`src/rtl/fmtx_pkg.sv`:
```
// shared constants, types and register layout of the transmitter configuration bank
package fmtx_pkg;
    // serial control slave address, 7 bits
    localparam logic [6:0] FMTX_DEV_ADDR = 7'h2C;
    // register offsets
    localparam logic [7:0] FMTX_OFS_PILOT = 8'h02;
    localparam logic [7:0] FMTX_OFS_XTL = 8'h03;
    localparam logic [7:0] FMTX_OFS_VGA = 8'h04;
    // values after reset
    localparam logic [7:0] FMTX_RST_PILOT = 8'h29;
    localparam logic [7:0] FMTX_RST_XTL = 8'h10;
    localparam logic [7:0] FMTX_RST_VGA = 8'hB2;
    // audio_pilot_ctrl field positions
    localparam int FMTX_TC_BIT = 7;
    localparam int FMTX_PRIV_BIT = 6;
    localparam int FMTX_T1M_LSB = 4;
    localparam int FMTX_PLT_LSB = 0;
    // ref_clock_ctrl field positions
    localparam int FMTX_SRC_LSB = 6;
    localparam int FMTX_XISEL_LSB = 0;
    // input_gain_ctrl field positions
    localparam int FMTX_XSEL_BIT = 7;
    localparam int FMTX_GVGA_LSB = 4;
    localparam int FMTX_RIN_LSB = 0;
    // silence shut-off timing
    localparam logic [5:0] FMTX_SILENCE_BASE_S = 6'h3A;
    localparam logic [1:0] FMTX_TIMEOUT_NEVER = 2'h3;
    localparam int FMTX_CLK_PERIOD_NS = 20;
    localparam int FMTX_SECOND_NS = 1_000_000_000;
    localparam int FMTX_SEC_CYCLES = FMTX_SECOND_NS / FMTX_CLK_PERIOD_NS;
    // scale factors of decoded analog settings
    localparam logic [9:0] FMTX_PILOT_HZ_STEP = 10'h2EE;
    localparam logic [4:0] FMTX_OSC_QUA_STEP = 5'h19;
    // reference clock source codes
    typedef enum logic [1:0] {
        FMTX_SRC_XTAL = 2'b00,
        FMTX_SRC_DIG = 2'b01,
        FMTX_SRC_SE_SINE = 2'b10,
        FMTX_SRC_DIFF_SINE = 2'b11
    } fmtx_src_e;
    // serial slave states
    typedef enum logic [3:0] {
        FMTX_ST_IDLE = 4'b0000,
        FMTX_ST_DEV = 4'b0001,
        FMTX_ST_DEV_ACK = 4'b0010,
        FMTX_ST_PTR = 4'b0011,
        FMTX_ST_PTR_ACK = 4'b0100,
        FMTX_ST_WR = 4'b0101,
        FMTX_ST_WR_ACK = 4'b0110,
        FMTX_ST_RD = 4'b0111,
        FMTX_ST_RD_ACK = 4'b1000
    } fmtx_state_e;
    // one register write from the serial slave
    typedef struct packed {
        logic valid;
        logic [7:0] addr;
        logic [7:0] data;
    } fmtx_wr_s;
endpackage

```
`src/rtl/fmtx_cfg_regs.sv`:
```
// audio, pilot and reference clock configuration bank of the fm transmitter
`timescale 1ns/1ps
// Functional notes
// - privacy bit one enables scramble and encryption
// - amplifier off after 58+code silent seconds, never for code 3
// - pilot deviation equals code percent of 75kHz
// - source field picks crystal or injected clock
// - oscillator drive is 6.25uA times code
// - frequency bit: zero 12MHz, one 24MHz
// - buffer gain 3+3*code-6*impedance code dB
// - reads return last written value or default
module fmtx_cfg_regs #(
    parameter int unsigned SEC_CYCLES = fmtx_pkg::FMTX_SEC_CYCLES
) (
    input wire logic CLOCK_I,
    input wire logic RST_I,
    input wire logic SCL_I,
    input wire logic SDA_I,
    output logic SDA_O,
    output logic SDA_OE_O,
    input wire logic AUDIO_DET_I,
    output logic PREEMPH_75US_O,
    output logic PRIVACY_EN_O,
    output logic PA_ON_O,
    output logic [13:0] PILOT_DEV_HZ_O,
    output logic XTAL_EN_O,
    output logic DIG_INJ_O,
    output logic SE_SINE_O,
    output logic DIFF_SINE_O,
    output logic [10:0] OSC_BIAS_QUA_O,
    output logic XTAL_24M_O,
    output logic signed [5:0] INBUF_GAIN_DB_O
);
    // stored register bytes and the handshake between slave and bank
    logic [7:0] pilot_reg; // audio_pilot_ctrl
    logic [7:0] xtl_reg; // ref_clock_ctrl
    logic [7:0] vga_reg; // input_gain_ctrl
    fmtx_pkg::fmtx_wr_s wr; // write strobe from the serial slave
    logic [7:0] rd_addr;
    logic [7:0] rd_data;
    // silence timer state: prescaler counts clocks, sec_reg counts seconds
    logic aud_m, aud_s; // audio detect synchroniser
    logic [25:0] presc_reg; // one-second prescaler
    logic [5:0] sec_reg; // silent seconds so far
    logic [1:0] silence_timeout_sel; // silence_timeout_sel
    logic [5:0] timeout_s;
    fmtx_pkg::fmtx_src_e src;

    // buffer gain in dB, signed, from gain and impedance codes
    function automatic logic signed [5:0] inbuf_gain(input logic [2:0] g, input logic [1:0] r);
        logic signed [6:0] sum;
        sum = 7'sd3 + 7'sd3 * $signed({4'h0, g}) - 7'sd6 * $signed({5'h0, r});
        return sum[5:0];
    endfunction

    // slave decodes the protocol and hands over one write at a time
    fmtx_i2c_slave u_slave (
        .clk_i(CLOCK_I),
        .rst_i(RST_I),
        .scl_i(SCL_I),
        .sda_i(SDA_I),
        .sda_oe_o(SDA_OE_O),
        .wr_o(wr),
        .rd_addr_o(rd_addr),
        .rd_data_i(rd_data)
    );

    // open-drain line: only ever pulled low
    assign SDA_O = 1'b0;

    // configuration registers, written only through the serial port
    always_ff @(posedge CLOCK_I) begin
        if (RST_I) begin
            pilot_reg <= fmtx_pkg::FMTX_RST_PILOT;
            xtl_reg <= fmtx_pkg::FMTX_RST_XTL;
            vga_reg <= fmtx_pkg::FMTX_RST_VGA;
        end else if (wr.valid) begin
            // the pointer alone picks the target byte
            case (wr.addr)
                fmtx_pkg::FMTX_OFS_PILOT: pilot_reg <= wr.data;
                fmtx_pkg::FMTX_OFS_XTL: xtl_reg <= wr.data;
                fmtx_pkg::FMTX_OFS_VGA: vga_reg <= wr.data;
                default: begin
                    // writes elsewhere belong to other banks and are dropped
                end
            endcase
        end
    end

    // readback is the stored byte, so the host sees what it wrote
    always_comb begin
        case (rd_addr)
            fmtx_pkg::FMTX_OFS_PILOT: rd_data = pilot_reg;
            fmtx_pkg::FMTX_OFS_XTL: rd_data = xtl_reg;
            fmtx_pkg::FMTX_OFS_VGA: rd_data = vga_reg;
            default: rd_data = 8'h00;
        endcase
    end

    // field slices that feed the timer and the source decode
    assign silence_timeout_sel = pilot_reg[fmtx_pkg::FMTX_T1M_LSB +: 2];
    assign timeout_s = fmtx_pkg::FMTX_SILENCE_BASE_S + {4'h0, silence_timeout_sel};
    assign src = fmtx_pkg::fmtx_src_e'(xtl_reg[fmtx_pkg::FMTX_SRC_LSB +: 2]);

    // decoded analog and timing controls, all from flops
    always_ff @(posedge CLOCK_I) begin
        if (RST_I) begin
            PREEMPH_75US_O <= 1'b0;
            PRIVACY_EN_O <= 1'b0;
            PILOT_DEV_HZ_O <= 14'h0000;
            {XTAL_EN_O, DIG_INJ_O, SE_SINE_O, DIFF_SINE_O} <= 4'h8;
            OSC_BIAS_QUA_O <= 11'h000;
            XTAL_24M_O <= 1'b1;
            INBUF_GAIN_DB_O <= 6'sh00;
        end else begin
            PREEMPH_75US_O <= pilot_reg[fmtx_pkg::FMTX_TC_BIT];
            PRIVACY_EN_O <= pilot_reg[fmtx_pkg::FMTX_PRIV_BIT];
            // pilot deviation in Hz: code percent of 75 kHz
            PILOT_DEV_HZ_O <= {10'h000, pilot_reg[fmtx_pkg::FMTX_PLT_LSB +: 4]}
                * {4'h0, fmtx_pkg::FMTX_PILOT_HZ_STEP};
            // exactly one source line is high, so the analog switches never fight
            XTAL_EN_O <= (src == fmtx_pkg::FMTX_SRC_XTAL);
            DIG_INJ_O <= (src == fmtx_pkg::FMTX_SRC_DIG);
            SE_SINE_O <= (src == fmtx_pkg::FMTX_SRC_SE_SINE);
            DIFF_SINE_O <= (src == fmtx_pkg::FMTX_SRC_DIFF_SINE);
            // bias in quarter microamps, so 6.25 uA steps stay exact
            OSC_BIAS_QUA_O <= {5'h00, xtl_reg[fmtx_pkg::FMTX_XISEL_LSB +: 6]}
                * {6'h00, fmtx_pkg::FMTX_OSC_QUA_STEP};
            XTAL_24M_O <= vga_reg[fmtx_pkg::FMTX_XSEL_BIT];
            INBUF_GAIN_DB_O <= inbuf_gain(vga_reg[fmtx_pkg::FMTX_GVGA_LSB +: 3],
                vga_reg[fmtx_pkg::FMTX_RIN_LSB +: 2]);
        end
    end

    // audio detector comes from the analog side, so synchronise it
    // level only: silence lasts seconds, so two cycles of delay do not matter
    always_ff @(posedge CLOCK_I) begin
        if (RST_I) begin
            aud_m <= 1'b0;
            aud_s <= 1'b0;
        end else begin
            aud_m <= AUDIO_DET_I;
            aud_s <= aud_m;
        end
    end

    // silence timer; any audio restarts it and turns the amplifier back on
    always_ff @(posedge CLOCK_I) begin
        if (RST_I) begin
            presc_reg <= 26'h0000000;
            sec_reg <= 6'h00;
            PA_ON_O <= 1'b1;
        end else if (aud_s) begin
            presc_reg <= 26'h0000000;
            sec_reg <= 6'h00;
            PA_ON_O <= 1'b1;
        end else if (silence_timeout_sel == fmtx_pkg::FMTX_TIMEOUT_NEVER) begin
            // shut-off disabled: hold the count where it is
            PA_ON_O <= 1'b1;
        end else if (sec_reg >= timeout_s) begin
            // count frozen here, so the amplifier stays off until audio or timeout code 3
            PA_ON_O <= 1'b0;
        end else if (presc_reg == 26'(SEC_CYCLES - 1)) begin
            // a full second of silence has passed
            presc_reg <= 26'h0000000;
            sec_reg <= sec_reg + 6'h01;
        end else begin
            presc_reg <= presc_reg + 26'h0000001;
        end
    end

    // checks kept next to the logic they guard
    priv_follow_a: assert property (@(posedge CLOCK_I) disable iff (RST_I)
        (wr.valid && wr.addr == fmtx_pkg::FMTX_OFS_PILOT) |=> ##1
        (PRIVACY_EN_O == $past(wr.data[fmtx_pkg::FMTX_PRIV_BIT], 2)))
        else $error("privacy output does not follow written bit");
    // silence timer
    pa_off_when_a: assert property (@(posedge CLOCK_I) disable iff (RST_I)
        $fell(PA_ON_O) |-> ($past(sec_reg) == 6'h3A + {4'h0, $past(silence_timeout_sel)})
        && $past(silence_timeout_sel) != 2'h3)
        else $error("amplifier switched off at wrong silence time");
    pa_never_off_a: assert property (@(posedge CLOCK_I) disable iff (RST_I)
        (silence_timeout_sel == 2'h3) [*2] |-> PA_ON_O)
        else $error("amplifier off while shut-off disabled");
    pa_audio_on_a: assert property (@(posedge CLOCK_I) disable iff (RST_I)
        aud_s |=> PA_ON_O && sec_reg == 6'h00)
        else $error("audio did not restore amplifier");
    // decoded outputs follow the byte held one cycle earlier
    pilot_dev_a: assert property (@(posedge CLOCK_I) disable iff (RST_I)
        $stable(pilot_reg) |=> PILOT_DEV_HZ_O == 14'($past(pilot_reg[3:0]) * 750))
        else $error("pilot deviation mismatch");
    ref_onehot_a: assert property (@(posedge CLOCK_I) disable iff (RST_I)
        $stable(xtl_reg) |=> $onehot({XTAL_EN_O, DIG_INJ_O, SE_SINE_O, DIFF_SINE_O})
        && (DIFF_SINE_O == ($past(xtl_reg[7:6]) == 2'b11))
        && (SE_SINE_O == ($past(xtl_reg[7:6]) == 2'b10)))
        else $error("reference source decode wrong");
    osc_bias_a: assert property (@(posedge CLOCK_I) disable iff (RST_I)
        $stable(xtl_reg) |=> OSC_BIAS_QUA_O == 11'($past(xtl_reg[5:0]) * 25))
        else $error("oscillator bias mismatch");
    xtal_freq_a: assert property (@(posedge CLOCK_I) disable iff (RST_I)
        $stable(vga_reg) |=> XTAL_24M_O == $past(vga_reg[7]))
        else $error("crystal frequency select mismatch");
    inbuf_gain_a: assert property (@(posedge CLOCK_I) disable iff (RST_I)
        $stable(vga_reg) |=> INBUF_GAIN_DB_O
        == 6'(3 + 3 * int'($past(vga_reg[6:4])) - 6 * int'($past(vga_reg[1:0]))))
        else $error("input buffer gain mismatch");
    // storage and readback
    readback_a: assert property (@(posedge CLOCK_I) disable iff (RST_I)
        (wr.valid && wr.addr >= 8'h02 && wr.addr <= 8'h04) ##1 (rd_addr == $past(wr.addr))
        |-> rd_data == $past(wr.data))
        else $error("readback differs from written value");
    reset_default_a: assert property (@(posedge CLOCK_I)
        RST_I |=> pilot_reg == 8'h29 && xtl_reg == 8'h10 && vga_reg == 8'hB2)
        else $error("registers not at default after reset");
    // a landed write, an amplifier that stays off, a second count that only steps or clears on audio
    write_lands_a: assert property (@(posedge CLOCK_I) disable iff (RST_I)
        (wr.valid && wr.addr == fmtx_pkg::FMTX_OFS_XTL) |=> xtl_reg == $past(wr.data))
        else $error("write did not reach the register");
    pa_stays_off_a: assert property (@(posedge CLOCK_I) disable iff (RST_I)
        (!PA_ON_O && !aud_s && silence_timeout_sel != 2'h3) |=> !PA_ON_O)
        else $error("amplifier came back without audio");
    sec_step_a: assert property (@(posedge CLOCK_I) disable iff (RST_I)
        $changed(sec_reg) |-> $past(aud_s) || sec_reg == $past(sec_reg) + 6'h01)
        else $error("silent second count jumped");
endmodule

```
`src/rtl/fmtx_i2c_slave.sv`:
```
// serial control slave: start/stop, address match, pointer, burst write and read
`timescale 1ns/1ps
module fmtx_i2c_slave (
    input wire logic clk_i,
    input wire logic rst_i,
    input wire logic scl_i,
    input wire logic sda_i,
    output logic sda_oe_o,
    output fmtx_pkg::fmtx_wr_s wr_o,
    output logic [7:0] rd_addr_o,
    input wire logic [7:0] rd_data_i
);
    logic scl_m, scl_s, scl_d; // synchroniser and edge stage
    logic sda_m, sda_s, sda_d;
    fmtx_pkg::fmtx_state_e state_reg;
    logic [3:0] cnt_reg; // bits seen in this byte
    logic [7:0] shift_reg; // received byte
    logic [7:0] tx_reg; // byte being sent
    logic [7:0] ptr_reg; // register pointer, auto-increments
    logic rw_reg;
    logic scl_rise, scl_fall, start_cond, stop_cond;

    // two flops before any logic, third flop only for edge detection
    always_ff @(posedge clk_i) begin
        if (rst_i) begin
            {scl_m, scl_s, scl_d} <= 3'h7;
            {sda_m, sda_s, sda_d} <= 3'h7;
        end else begin
            {scl_m, scl_s, scl_d} <= {scl_i, scl_m, scl_s};
            {sda_m, sda_s, sda_d} <= {sda_i, sda_m, sda_s};
        end
    end

    assign scl_rise = scl_s & ~scl_d;
    assign scl_fall = ~scl_s & scl_d;
    assign start_cond = scl_s & scl_d & sda_d & ~sda_s;
    assign stop_cond = scl_s & scl_d & ~sda_d & sda_s;
    assign rd_addr_o = ptr_reg;

    // protocol engine; sda is only driven after a seen falling scl edge, and is released on start and stop too
    always_ff @(posedge clk_i) begin
        if (rst_i) begin
            state_reg <= fmtx_pkg::FMTX_ST_IDLE;
            cnt_reg <= 4'h0;
            shift_reg <= 8'h00;
            tx_reg <= 8'h00;
            ptr_reg <= 8'h00;
            rw_reg <= 1'b0;
            sda_oe_o <= 1'b0;
            wr_o <= '0;
        end else begin
            wr_o.valid <= 1'b0;
            if (start_cond) begin
                // repeated start allowed anywhere
                state_reg <= fmtx_pkg::FMTX_ST_DEV;
                cnt_reg <= 4'h0;
                sda_oe_o <= 1'b0;
            end else if (stop_cond) begin
                state_reg <= fmtx_pkg::FMTX_ST_IDLE;
                sda_oe_o <= 1'b0;
            end else begin
                case (state_reg)
                    fmtx_pkg::FMTX_ST_DEV, fmtx_pkg::FMTX_ST_PTR, fmtx_pkg::FMTX_ST_WR: begin
                        if (scl_rise) begin
                            shift_reg <= {shift_reg[6:0], sda_s};
                            cnt_reg <= cnt_reg + 4'h1;
                        end else if (scl_fall && cnt_reg == 4'h8) begin
                            cnt_reg <= 4'h0;
                            sda_oe_o <= 1'b1;
                            if (state_reg == fmtx_pkg::FMTX_ST_DEV) begin
                                // foreign address: stay silent until next start
                                sda_oe_o <= (shift_reg[7:1] == fmtx_pkg::FMTX_DEV_ADDR);
                                rw_reg <= shift_reg[0];
                                state_reg <= (shift_reg[7:1] == fmtx_pkg::FMTX_DEV_ADDR) ?
                                    fmtx_pkg::FMTX_ST_DEV_ACK : fmtx_pkg::FMTX_ST_IDLE;
                            end else if (state_reg == fmtx_pkg::FMTX_ST_PTR) begin
                                ptr_reg <= shift_reg;
                                state_reg <= fmtx_pkg::FMTX_ST_PTR_ACK;
                            end else begin
                                wr_o <= '{valid: 1'b1, addr: ptr_reg, data: shift_reg};
                                state_reg <= fmtx_pkg::FMTX_ST_WR_ACK;
                            end
                        end
                    end
                    fmtx_pkg::FMTX_ST_DEV_ACK: begin
                        if (scl_fall) begin
                            cnt_reg <= 4'h0;
                            if (rw_reg) begin
                                tx_reg <= rd_data_i;
                                sda_oe_o <= ~rd_data_i[7];
                                state_reg <= fmtx_pkg::FMTX_ST_RD;
                            end else begin
                                sda_oe_o <= 1'b0;
                                state_reg <= fmtx_pkg::FMTX_ST_PTR;
                            end
                        end
                    end
                    fmtx_pkg::FMTX_ST_PTR_ACK, fmtx_pkg::FMTX_ST_WR_ACK: begin
                        if (scl_fall) begin
                            sda_oe_o <= 1'b0;
                            if (state_reg == fmtx_pkg::FMTX_ST_WR_ACK) begin
                                ptr_reg <= ptr_reg + 8'h01;
                            end
                            state_reg <= fmtx_pkg::FMTX_ST_WR;
                        end
                    end
                    fmtx_pkg::FMTX_ST_RD: begin
                        if (scl_rise) begin
                            cnt_reg <= cnt_reg + 4'h1;
                        end else if (scl_fall) begin
                            if (cnt_reg == 4'h8) begin
                                sda_oe_o <= 1'b0;
                                ptr_reg <= ptr_reg + 8'h01;
                                state_reg <= fmtx_pkg::FMTX_ST_RD_ACK;
                            end else begin
                                tx_reg <= {tx_reg[6:0], 1'b0};
                                sda_oe_o <= ~tx_reg[6];
                            end
                        end
                    end
                    fmtx_pkg::FMTX_ST_RD_ACK: begin
                        if (scl_rise && sda_s) begin
                            // master said no more bytes
                            state_reg <= fmtx_pkg::FMTX_ST_IDLE;
                        end else if (scl_fall) begin
                            tx_reg <= rd_data_i;
                            sda_oe_o <= ~rd_data_i[7];
                            cnt_reg <= 4'h0;
                            state_reg <= fmtx_pkg::FMTX_ST_RD;
                        end
                    end
                    default: begin
                        sda_oe_o <= 1'b0;
                    end
                endcase
            end
        end
    end
endmodule

```
`config.mk`:
```
export PLATFORM = sky130hd
export DESIGN_NAME = fmtx_cfg_regs
export DESIGN_NICKNAME = d
export VERILOG_FILES = /design/src/rtl/fmtx_pkg.sv /design/src/rtl/fmtx_cfg_regs.sv /design/src/rtl/fmtx_i2c_slave.sv
export SDC_FILE = /design/constraint.sdc
export NUM_CORES = 1
export LEC_CHECK = 0
export ABC_AREA = 1
export ABC_CLOCK_PERIOD_IN_PS = 6150
export BUFFER_PORTS_ARGS = -buffer_cell sky130_fd_sc_hd__clkbuf_2
export CORE_AREA = 2 2 107 150
export DETAILED_ROUTE_END_ITERATION = 10
export DIE_AREA = 0 0 109 152
export PLACE_DENSITY_LB_ADDON = 0.1
export SYNTH_ARGS = -nofsm -noshare
export SYNTH_HDL_FRONTEND = slang
export SYNTH_SLANG_ARGS = --single-unit
```
`constraint.sdc`:
```
create_clock -name CLOCK_I -period 6.15 [get_ports CLOCK_I]
set_input_delay 1.23 -clock CLOCK_I [delete_from_list [all_inputs] [get_ports CLOCK_I]]
set_output_delay 1.23 -clock CLOCK_I [all_outputs]
set_load 0.05 [all_outputs]
```
==> results of run 1 <==
==> cell usage in the layout (no fill, tap or decap), types with 2 or more instances in the layout <==
cell type | Yosys | layout
nor2_2 | 2 | 2
nor3b_1 | 2 | 2
xnor2_1 | 3 | 3
bufinv_16 | 0 | 3
nand3_2 | 3 | 3
a21oi_1 | 85 | 85
nand2_2 | 3 | 3
o22ai_1 | 2 | 2
nand4_1 | 12 | 12
o211ai_1 | 7 | 7
nor3_2 | 2 | 2
clkbuf_1 | 15 | 3
nor3_1 | 22 | 22
clkinvlp_4 | 0 | 2
nor2_1 | 177 | 177
fa_1 | 9 | 9
clkinv_2 | 0 | 3
inv_2 | 12 | 13
a211oi_1 | 3 | 3
conb_1 | 1 | 2
ha_1 | 58 | 58
dfxtp_1 | 152 | 152
xor2_1 | 11 | 11
buf_4 | 6 | 3
a31oi_1 | 3 | 3
nand3_1 | 79 | 79
o21ai_1 | 3 | 3
inv_1 | 144 | 143
nand2_1 | 252 | 252
o21bai_1 | 7 | 7
clkbuf_16 | 0 | 17
o21ai_0 | 75 | 75
or2_2 | 9 | 9
clkbuf_2 | 0 | 43
inv_6 | 0 | 2
nor4_1 | 3 | 3
==> worst reg2reg max path: stages, from the launching register on <==
cell and delay, ps:
dfxtp_1 400, fa_1 440, inv_1 70, fa_1 400, inv_1 80, ha_1 340, nand3_1 130, nand3_1 90
a21oi_1 320, nor2_1 70, nor2_1 150, nand2_1 70, nand2_1 60, nor2_1 50
==> worst max path at each step <==
stage	to	start	cells past startpoint
3_3_place_gp	presc_reg[20]$_SDFFE_PP0P_	RST_I	6
2_1_floorplan	PILOT_DEV_HZ_O[10]$_SDFF_PP0_	pilot_reg[1]$_SDFFE_PP0P_	14
6_report	presc_reg[20]$_SDFFE_PP0P_	RST_I	6
3_5_place_dp	presc_reg[20]$_SDFFE_PP0P_	RST_I	6
5_1_grt	presc_reg[11]$_SDFFE_PP0P_	RST_I	6
4_1_cts	presc_reg[20]$_SDFFE_PP0P_	RST_I	6
==> cell families (layout without fill, tap and decap cells) <==
logic type,after synthesis,in the layout
flops,152,152
simple gates,570,570
fa+ha+maj,67,67
xor+xnor,14,14
compound gates,186,186
buf+inv,190,234
other cells,1,2
==> power by group <==
| part | internal, mW | total [mW] | switching [mW] | leakage, nW |
|---|---|---|---|---|
| Clock | 0.649 | 1.07 | 0.416 | 0.288 |
| Combinational | 0.115 | 0.384 | 0.269 | 2.70 |
| Sequential | 1.03 | 1.07 | 0.0378 | 1.23 |
==> metrics by stage <==
stage               instance area, sq um  instances  hold slack (ps)  setup slack (ps)  utilization, %
finish                              9140       1421              414              3270            59.6
global route                        9140       1421              434              3020            59.6
CTS                                 9140       1421              416              3200            59.6
detailed placement                  8550       1389              408              2750            55.7
global placement                    8550       1389              400              2840            55.7
floorplan                           8240       1181              388              3720               -
==> final cells by class <==
| type | instances | area [sq um] |
|---|---|---|
| fill | 1533 | 6190 |
| multi-input combinational | 839 | 4430 |
| sequential | 152 | 3040 |
| inverter | 156 | 586 |
| clock buffer | 21 | 450 |
| tap | 196 | 245 |
| timing repair buffer | 46 | 238 |
| clock inverter | 11 | 146 |
==> per-layer routing <==
layer  global-route usage [%]  part of all wire, %  vias to the layer above  wire length (um)
li1                         -                    -                     3863                 -
met1                     27.2                   41                     3470              7900
met2                     44.8                   52                      117              9970
met3                     4.93                  2.7                       53               516
met4                     11.2                  3.7                        0               700
met5                        0                    0                        -                 0
==> reports/results.ini, run 1 <==
[outcome]
run_status = finished, final reports clean

[yosys]
yosys.area_share.simple_pct = 29.3
netlist.area_leader.share_pct = 36.9
synth_ff_type = dfxtp_1
ys_warn_count = 0
synth_xor_area_share_pct = 1.49
synth_common_cells = nand2_1, nor2_1, dfxtp_1
syn_inst = 1180
synth.most_common_cell = nand2_1
synth.distinct_cells = 37
synth_top_family_by_area = simple AND/OR/NAND/NOR gates
syn_avg_cell_area_sq_um = 6.98
yosysTopAreaCell = dfxtp_1
synthMuxAreaShare_pct = 0
synth_compound_area_share_pct = 11.9
synth_area_sq_um = 8240
synth_fa_ha_area_share_pct = 11.0
ys_top_cells_by_area = dfxtp_1, nand2_1, ha_1
yosysSeqAreaShare_pct = 36.9
synth-seq-cells = 152
synth_edf_count = 0
async_flop_share_pct = 0

[clock_tree]
cts_root_buffer = clkbuf_16
clock_latency_ps = 430
clock_path_buffers = 2
cts.sinks = 152
cts_tree = done
cts.clk_slew.worst_paths_ps = 60
post-cts-setup-buffer-count = 0
hold_buffers = 0
cts_buffers = 17
cts_max_level = 4
postCtsResizedCells = 0

[worst_setup_path]
arrival_ps = 3250
crit_type = input port to register
r2r_end = PILOT_DEV_HZ_O[10]$_SDFF_PP0_
worstPathRequired_ps = 6520
cpPeakStageDelay_ps = 550
r2r_slack_ps = 3400
critPathTopFamily = simple AND/OR/NAND/NOR gates
startpoint_type = input port
cp_max_fo = 37
r2r_start = pilot_reg[1]$_SDFFE_PP0P_
worstPathCellList = clkbuf_2 > nor2_1 > inv_1 > nor2_2 > o21ai_0 > nor2_1
crit_buf_inv = 2
worstRegToRegCells = 13
setup.worst_path.end_class = register
slowest_stage = nor2_2
crit_top_cell = nor2_1

[grt]
antenna_found_initial = 0
gr-total-overflow = 0
grt.total_usage_pct = 24.8
grt_pass1_vias = 7134
grt_pass1_wl_um = 32600
grt_start_max_net_pins = 79

[detailed_routing]
drt-initial-drc-count = 417
drtPass1Iterations = 7
routed_via_density = 5.28
drc = 0
ant_nets = 0
num_vias = 7503
wl_per_cell_um = 13.4
drt-total-wl_um = 19100

[hold_path]
hold_path_startpoint = aud_m$_SDFF_PP0_
holdPathEnd = aud_s$_SDFF_PP0_
hold_depth = 2
min_path_type = register to register

[placement]
port_buffers = 43
globalplace.congestion = 0.923
hpwl_um = 14100

[layout]
antenna_cells = 0
drive_gt1_share_pct = 9.06
final_nets = 1284
largest_reg_flops = 26
area_delta_synth_final_pct = 11.0

[die]
ios = 46
die_x_um = 109
start_util_pct = 53.7
rows = 54
die_area_sq_um = 16600
coreArea_sq_um = 15300
die_h_um = 152

[sta]
max_freq_mhz = 347
clock_skew_ps = 5.56
setup_viol = 0
max-slew-margin-rel_pct = 29.1
tightest_slew_ps = 1060
rsz0062_at_grt = false
setup_tns_ps = 0
period_needed_ps = 2880
hold_violations = 0
fin_crit_sh_pct = 46.9
slew_violations = 0

[job]
maxCapViolCount = 0

[pwr]
leakage_nw = 4.22
vdd_ir_drop_max_mv = 0.206
p_per_area_nw_per_um2 = 276
power.total_mw = 2.52

(Power assumes the default switching activity.)
==> inputs of run 2 (changes only) <==
- ABC_CLOCK_PERIOD_IN_PS: 6150 -> 2500
- clock period: 6.15 -> 2.5 ns (I/O delays scaled with it)
==> reports/results.ini, run 2 (same netlist as run 1, synthesis figures left out) <==
[outcome]
run_status = finished, final reports clean

[layout]
area_delta_synth_final_pct = 15.7
final_common_cell = nand2_1
final_cell_mix = nand2_1, nor2_1, dfxtp_1
final_nets = 1308  ; +1.9%
largest_reg_flops = 26  ; unchanged
fin_util_pct = 62.1  ; +2.5 points
instances_no_fill = 1445  ; +1.7%
antenna_cells = 0  ; unchanged
drive_gt1_share_pct = 13.8  ; +4.7 points
stdcell_area_sq_um = 9530  ; +4.3%

[worst_setup_path]
startpoint_type = register
worstPathRequired_ps = 2820  ; -3700 ps
slowest_stage = fa_2
worstPathCellList = buf_4 > ha_1 > fa_2 > inv_1 > nand2_1 > nand2_2 > nor2_4 > a21oi_4 > or2_2 > a21oi_1 > nor2_1
r2r_end = PILOT_DEV_HZ_O[12]$_SDFF_PP0_
worstRegToRegCells = 11  ; -2
startpoint = pilot_reg[1]$_SDFFE_PP0P_
critPathTopFamily = adder cells
r2r_start = pilot_reg[1]$_SDFFE_PP0P_
crit_buf_inv = 2  ; unchanged
setup.worst_path.end_class = register
cp_max_fo = 4  ; -89%
cpPeakStageDelay_ps = 560  ; about the same
crit_type = register to register
r2r_slack_ps = 80  ; -3320 ps
arrival_ps = 2740  ; -510 ps

[sta]
fin_crit_sh_pct = 97.0
setup_tns_ps = 0  ; unchanged
clock_skew_ps = 13.5  ; +7.98 ps
max-slew-margin-rel_pct = 56.2  ; +27 points
setup_viol = 0  ; unchanged
max_freq_mhz = 413
tightest_slew_ps = 654  ; -405 ps
setup_slack_ps = 76.0  ; -3190 ps
hold_violations = 0  ; unchanged
rsz0062_at_grt = true
slew_violations = 0  ; unchanged
period_needed_ps = 2420

[pwr]
leakage_nw = 4.33  ; +2.7%
p_per_area_nw_per_um2 = 646  ; +130%
vdd_ir_drop_max_mv = 0.474  ; +130%

[detailed_routing]
num_vias = 7514  ; +0.15%
top_layer = met4
wl_per_cell_um = 13.7  ; +1.9%
m1WireLength_um = 7970  ; +0.92%
drt-total-wl_um = 19800  ; +3.7%
routed_via_density = 5.20  ; -1.5%
drtPass1Iterations = 5  ; -2
ant_nets = 0  ; unchanged
drt-initial-drc-count = 355  ; -15%
wl_met2_um = 10500  ; +4.9%
drc = 0  ; unchanged
dr_wl_met3_um = 576  ; +12%

[die]
die_x_um = 109  ; unchanged
ios = 46  ; unchanged
die_h_um = 152  ; unchanged
start_util_pct = 53.7  ; unchanged
coreArea_sq_um = 15300  ; unchanged
rows = 54  ; unchanged
die_area_sq_um = 16600  ; unchanged

[grt]
gr-total-overflow = 0  ; unchanged
antenna_found_initial = 0  ; unchanged
grt.total_usage_pct = 24.7  ; -0.029 points
grt_pass1_vias = 7181  ; +0.66%
grt_start_max_net_pins = 61  ; -23%
grt_pass1_wl_um = 32600  ; +0.10%

[hold_path]
min_path_type = input port to register
hold_depth = 2  ; unchanged
holdPathEnd = u_slave.sda_m$_SDFF_PP1_
hold_path_startpoint = SDA_I

[placement]
port_buffers = 43  ; unchanged
placed_area_sq_um = 8740  ; +2.2%
post-place-ws_ps = -42.7  ; -2790 ps
globalplace.congestion = 0.925  ; +0.24%
dp_cells = 1411  ; +1.6%
hpwl_um = 14700  ; +4.1%

[clock_tree]
cts.clk_slew.worst_paths_ps = 60  ; about the same
cts_tree = done
clock_path_buffers = 2  ; unchanged
clock_latency_ps = 430  ; about the same
cts_max_level = 4  ; unchanged
cts.sinks = 152  ; unchanged
cts_buffers = 17  ; unchanged
cts_root_buffer = clkbuf_16

[job]
maxCapViolCount = 0  ; unchanged

## run 2: changes by cell type in the layout (fill, tap and decap cells not counted), sizes merged
cell / previous run / this run
buf: 3 / 27
clkinv: 4 / 2
inv: 158 / 161
clkinvlp: 2 / 3
clkbuf: 64 / 63
bufinv: 3 / 2
## run 2: how the worst max path moves through the flow
stage,to,slack [ps],depth (start not counted)
floorplan,PILOT_DEV_HZ_O[10]$_SDFF_PP0_,70,14
global placement,PILOT_DEV_HZ_O[10]$_SDFF_PP0_,-2,13
detailed placement,PILOT_DEV_HZ_O[10]$_SDFF_PP0_,-40,13
CTS,PILOT_DEV_HZ_O[10]$_SDFF_PP0_,9,13
global route,PILOT_DEV_HZ_O[12]$_SDFF_PP0_,-40,12
finish,PILOT_DEV_HZ_O[12]$_SDFF_PP0_,80,11
## run 2: power by group
group / switching (mW) / internal (mW)
Combinational: 0.660 / 0.293
Clock: 1.06 / 1.51
Sequential: 0.0936 / 2.54
Total: 1.81 / 4.35
## run 2: layout make-up
cell class,count,area (sq um)
timing repair buffer,70,443
multi-input combinational,839,4620
fill,1440,5810
clock buffer,20,447
clock inverter,12,140
tap,196,245
inverter,156,586
sequential,152,3050
## run 2: through the flow
stage | hold slack [ps] | power, mW
after floorplan | 388 | 3.45
after global placement | 393 | 3.63
after detailed placement | 398 | 3.64
after CTS | 232 | 6.21
after global routing | 234 | 6.46
final | 250 | 6.16
## run 2: repair_timing
action | 4_1_cts | 5_1_grt
pin swaps | 0 | 9
setup endpoints to repair | 3 | 10
hold endpoints to repair | 0 | 0
resized for setup | 3 | 38
hold buffers | 0 | 0
buffers inserted | 0 | 2
## run 2: layer usage
layer  global-route usage, %  vias up
met4                    11.9        0
li1                        -     3907
met5                       0        -
met1                    26.2     3429
met3                    4.93       52
met2                    45.4      126
## run 2: worst register-to-register path, stage by stage (launching register included)
cell and delay (ps):
dfxtp_2 340, buf_4 150, ha_1 330, fa_2 560, inv_1 40, nand2_1 110
nand2_2 110, nor2_4 130, a21oi_4 80, or2_2 290, a21oi_1 130, nor2_1 60
==> inputs of run 3 (changes only) <==
- CORE_AREA: 2 2 107 150 -> 2 2 109 154
- DIE_AREA: 0 0 109 152 -> 0 0 111 156
- SYNTH_HIERARCHICAL: not set -> 1
==> reports/results.ini, run 3 <==
[outcome]
run_status = finished, final reports clean

[yosys]
synthMuxAreaShare_pct = 0  ; unchanged
synth_ff_type = dfxtp_1
ys_warn_count = 6  ; +6
synth_top_family_by_area = simple AND/OR/NAND/NOR gates
synth_compound_area_share_pct = 11.8  ; -0.11 points
syn_avg_cell_area_sq_um = 7.26  ; +4.0%
synth_common_cells = nand2_1, nor2_1, dfxtp_1
yosys.area_share.simple_pct = 31.8  ; +2.4 points
async_flop_share_pct = 0  ; unchanged
synth_edf_count = 0  ; unchanged
synth_area_sq_um = 8620  ; +4.6%
synth-seq-cells = 152  ; unchanged
synth.distinct_cells = 49  ; +32%
yosysTopAreaCell = dfxtp_1
yosysSeqAreaShare_pct = 35.3  ; -1.6 points
synth_fa_ha_area_share_pct = 10.5  ; -0.49 points
synth.most_common_cell = nand2_1
synth_xor_area_share_pct = 1.02  ; -0.47 points
syn_inst = 1187  ; +0.59%
netlist.area_leader.share_pct = 35.3  ; -1.6 points
ys_top_cells_by_area = dfxtp_1, nand2_1, ha_1

[clock_tree]
cts_buffers = 17  ; unchanged
cts_tree = done
cts_max_level = 4  ; unchanged
cts.clk_slew.worst_paths_ps = 60  ; about the same
post-cts-setup-buffer-count = 0  ; unchanged
clock_latency_ps = 430  ; about the same
cts_root_buffer = clkbuf_16
clock_path_buffers = 2  ; unchanged
cts.sinks = 152  ; unchanged

[layout]
area_delta_synth_final_pct = 13.0
stdcell_area_sq_um = 9730  ; +2.1%
antenna_cells = 0  ; unchanged
largest_reg_flops = 26  ; unchanged
drive_gt1_share_pct = 17.9  ; +4.1 points
fillers = 1489  ; +3.4%
final_common_cell = nand2_1
instances_no_fill = 1452  ; +0.48%
final_cell_mix = nand2_1, nor2_1, inv_1
final_nets = 1313  ; +0.38%

[worst_setup_path]
worstPathRequired_ps = 2820  ; about the same
cp_max_fo = 5  ; +1
startpoint = pilot_reg[3]$_SDFFE_PP1P_
setup.worst_path.end_class = register
crit_type = register to register
r2r_start = pilot_reg[3]$_SDFFE_PP1P_
startpoint_type = register
arrival_ps = 2710  ; -30 ps

[pwr]
leakage_nw = 4.49  ; +3.6%
p_per_area_nw_per_um2 = 692  ; +7.2%
vdd_ir_drop_max_mv = 0.634  ; +34%

[detailed_routing]
wl_per_cell_um = 13.6  ; -0.47%
drc = 0  ; unchanged
drt-total-wl_um = 19800  ; about the same
ant_nets = 0  ; unchanged
num_vias = 7548  ; +0.45%
drtPass1Iterations = 5  ; unchanged
routed_via_density = 5.20  ; about the same
drt-initial-drc-count = 352  ; -0.85%

[grt]
grt_pass1_vias = 7034  ; -2.0%
grt.total_usage_pct = 23.0  ; -1.7 points
gr-total-overflow = 0  ; unchanged
grt_start_max_net_pins = 43  ; -30%
grt_pass1_wl_um = 32400  ; -0.86%
antenna_found_initial = 0  ; unchanged

[die]
ios = 46  ; unchanged
die_area_sq_um = 17300  ; +4.5%
die_h_um = 156  ; +2.6%
start_util_pct = 54.2  ; +0.50 points
coreArea_sq_um = 15900  ; +3.6%
rows = 55  ; +1.9%
die_x_um = 111  ; +1.8%

[placement]
port_buffers = 43  ; unchanged
globalplace.congestion = 0.886  ; -4.2%
placed_area_sq_um = 9090  ; +4.1%
dp_cells = 1421  ; +0.71%
hpwl_um = 14600  ; -0.45%

[sta]
max_freq_mhz = 417  ; +1.2%
clock_skew_ps = 9.43  ; -4.10 ps
slew_violations = 0  ; unchanged
tightest_slew_ps = 534  ; -120 ps
fin_crit_sh_pct = 95.8  ; -1.1 points
max-slew-margin-rel_pct = 64.4  ; +8.2 points
setup_viol = 0  ; unchanged
hold_violations = 0  ; unchanged
setup_tns_ps = 0  ; unchanged
period_needed_ps = 2400  ; -28.3 ps

[job]
maxCapViolCount = 0  ; unchanged

[hold_path]
hold_path_startpoint = SCL_I
min_path_type = input port to register

## run 3: cell types whose count changed after synthesis, moves of 6 or more
| cell | delta |
|---|---|
| o21ai_1 | +16 |
| nand2_4 | +8 |
| nor3_1 | -9 |
| o21ai_0 | -18 |
| nor2_4 | +8 |
| nand2_1 | -36 |
| nand3_1 | +6 |
| nor2_1 | -18 |
| nor2_2 | +17 |
| inv_1 | +6 |
| nand2_2 | +22 |
## run 3: cell type report
type                       instances  area [sq um]  share of cell area, %
sequential                       152          3050                   31.3
timing repair buffer              67           420                   4.32
multi-input combinational        839          4840                   49.7
tap                              199           249                   2.56
clock buffer                      19           453                   4.65
inverter                         164           621                   6.38
clock inverter                    12           103                   1.05
## run 3: repair_timing
| item | CTS | global route |
|---|---|---|
| gates resized for setup | 1 | 27 |
| hold buffers | 0 | 0 |
| endpoints found under the setup margin | 5 | 10 |
| pin swaps | 0 | 3 |
## run 3: logic make-up after synthesis
| logic type | count (synthesis) |
|---|---|
| flip-flops | 152 |
| buffers and inverters | 197 |
| XOR/XNOR | 10 |
| AO/OA/AOI/OAI | 187 |
| AND/OR/NAND/NOR | 573 |
| adder cells (fa/ha/maj) | 67 |
| other | 1 |
## run 3: worst paths after layout
path / slack (ps) / depth (start not counted) / end
max reg2reg: 100 / 11 / PILOT_DEV_HZ_O[13]$_SDFF_PP0_
min: 260 / 2 / u_slave/scl_m$_SDFF_PP1_
min reg2reg: 400 / 2 / aud_s$_SDFF_PP0_
max: 100 / 11 / PILOT_DEV_HZ_O[13]$_SDFF_PP0_
## run 3: through the flow
step	hold slack (ps)	utilization [%]	power, mW	setup slack, ps
floorplan	388	-	4.08	109
global placement	389	57.2	4.33	17.7
detailed placement	398	57.2	4.35	-17.1
CTS	241	60.7	6.78	-15.2
global route	247	61.2	7.06	-27.2
finish	257	61.2	6.74	104
## run 3: report_power, final
group,internal (mW),switching (mW),total (mW)
logic,0.525,1.10,1.62
clock network,1.41,1.02,2.43
registers,2.54,0.144,2.68
## run 3: layer usage
metal	vias to the layer above	track usage (%)	wire length (um)
met5	-	0	0
met4	0	10.4	623
met3	50	4.47	733
met2	171	42.0	9950
met1	3402	25.9	8490
li1	3925	-	-
## run 3: worst max-delay path, stage by stage, from the launching register on
cell	delay [ps]
dfxtp_2	360
fa_2	600
ha_4	220
fa_2	420
nand2_1	100
nand3_1	90
o21ai_2	100
inv_1	70
nand2_1	70
a21oi_1	60
o21ai_1	140
inv_1	50
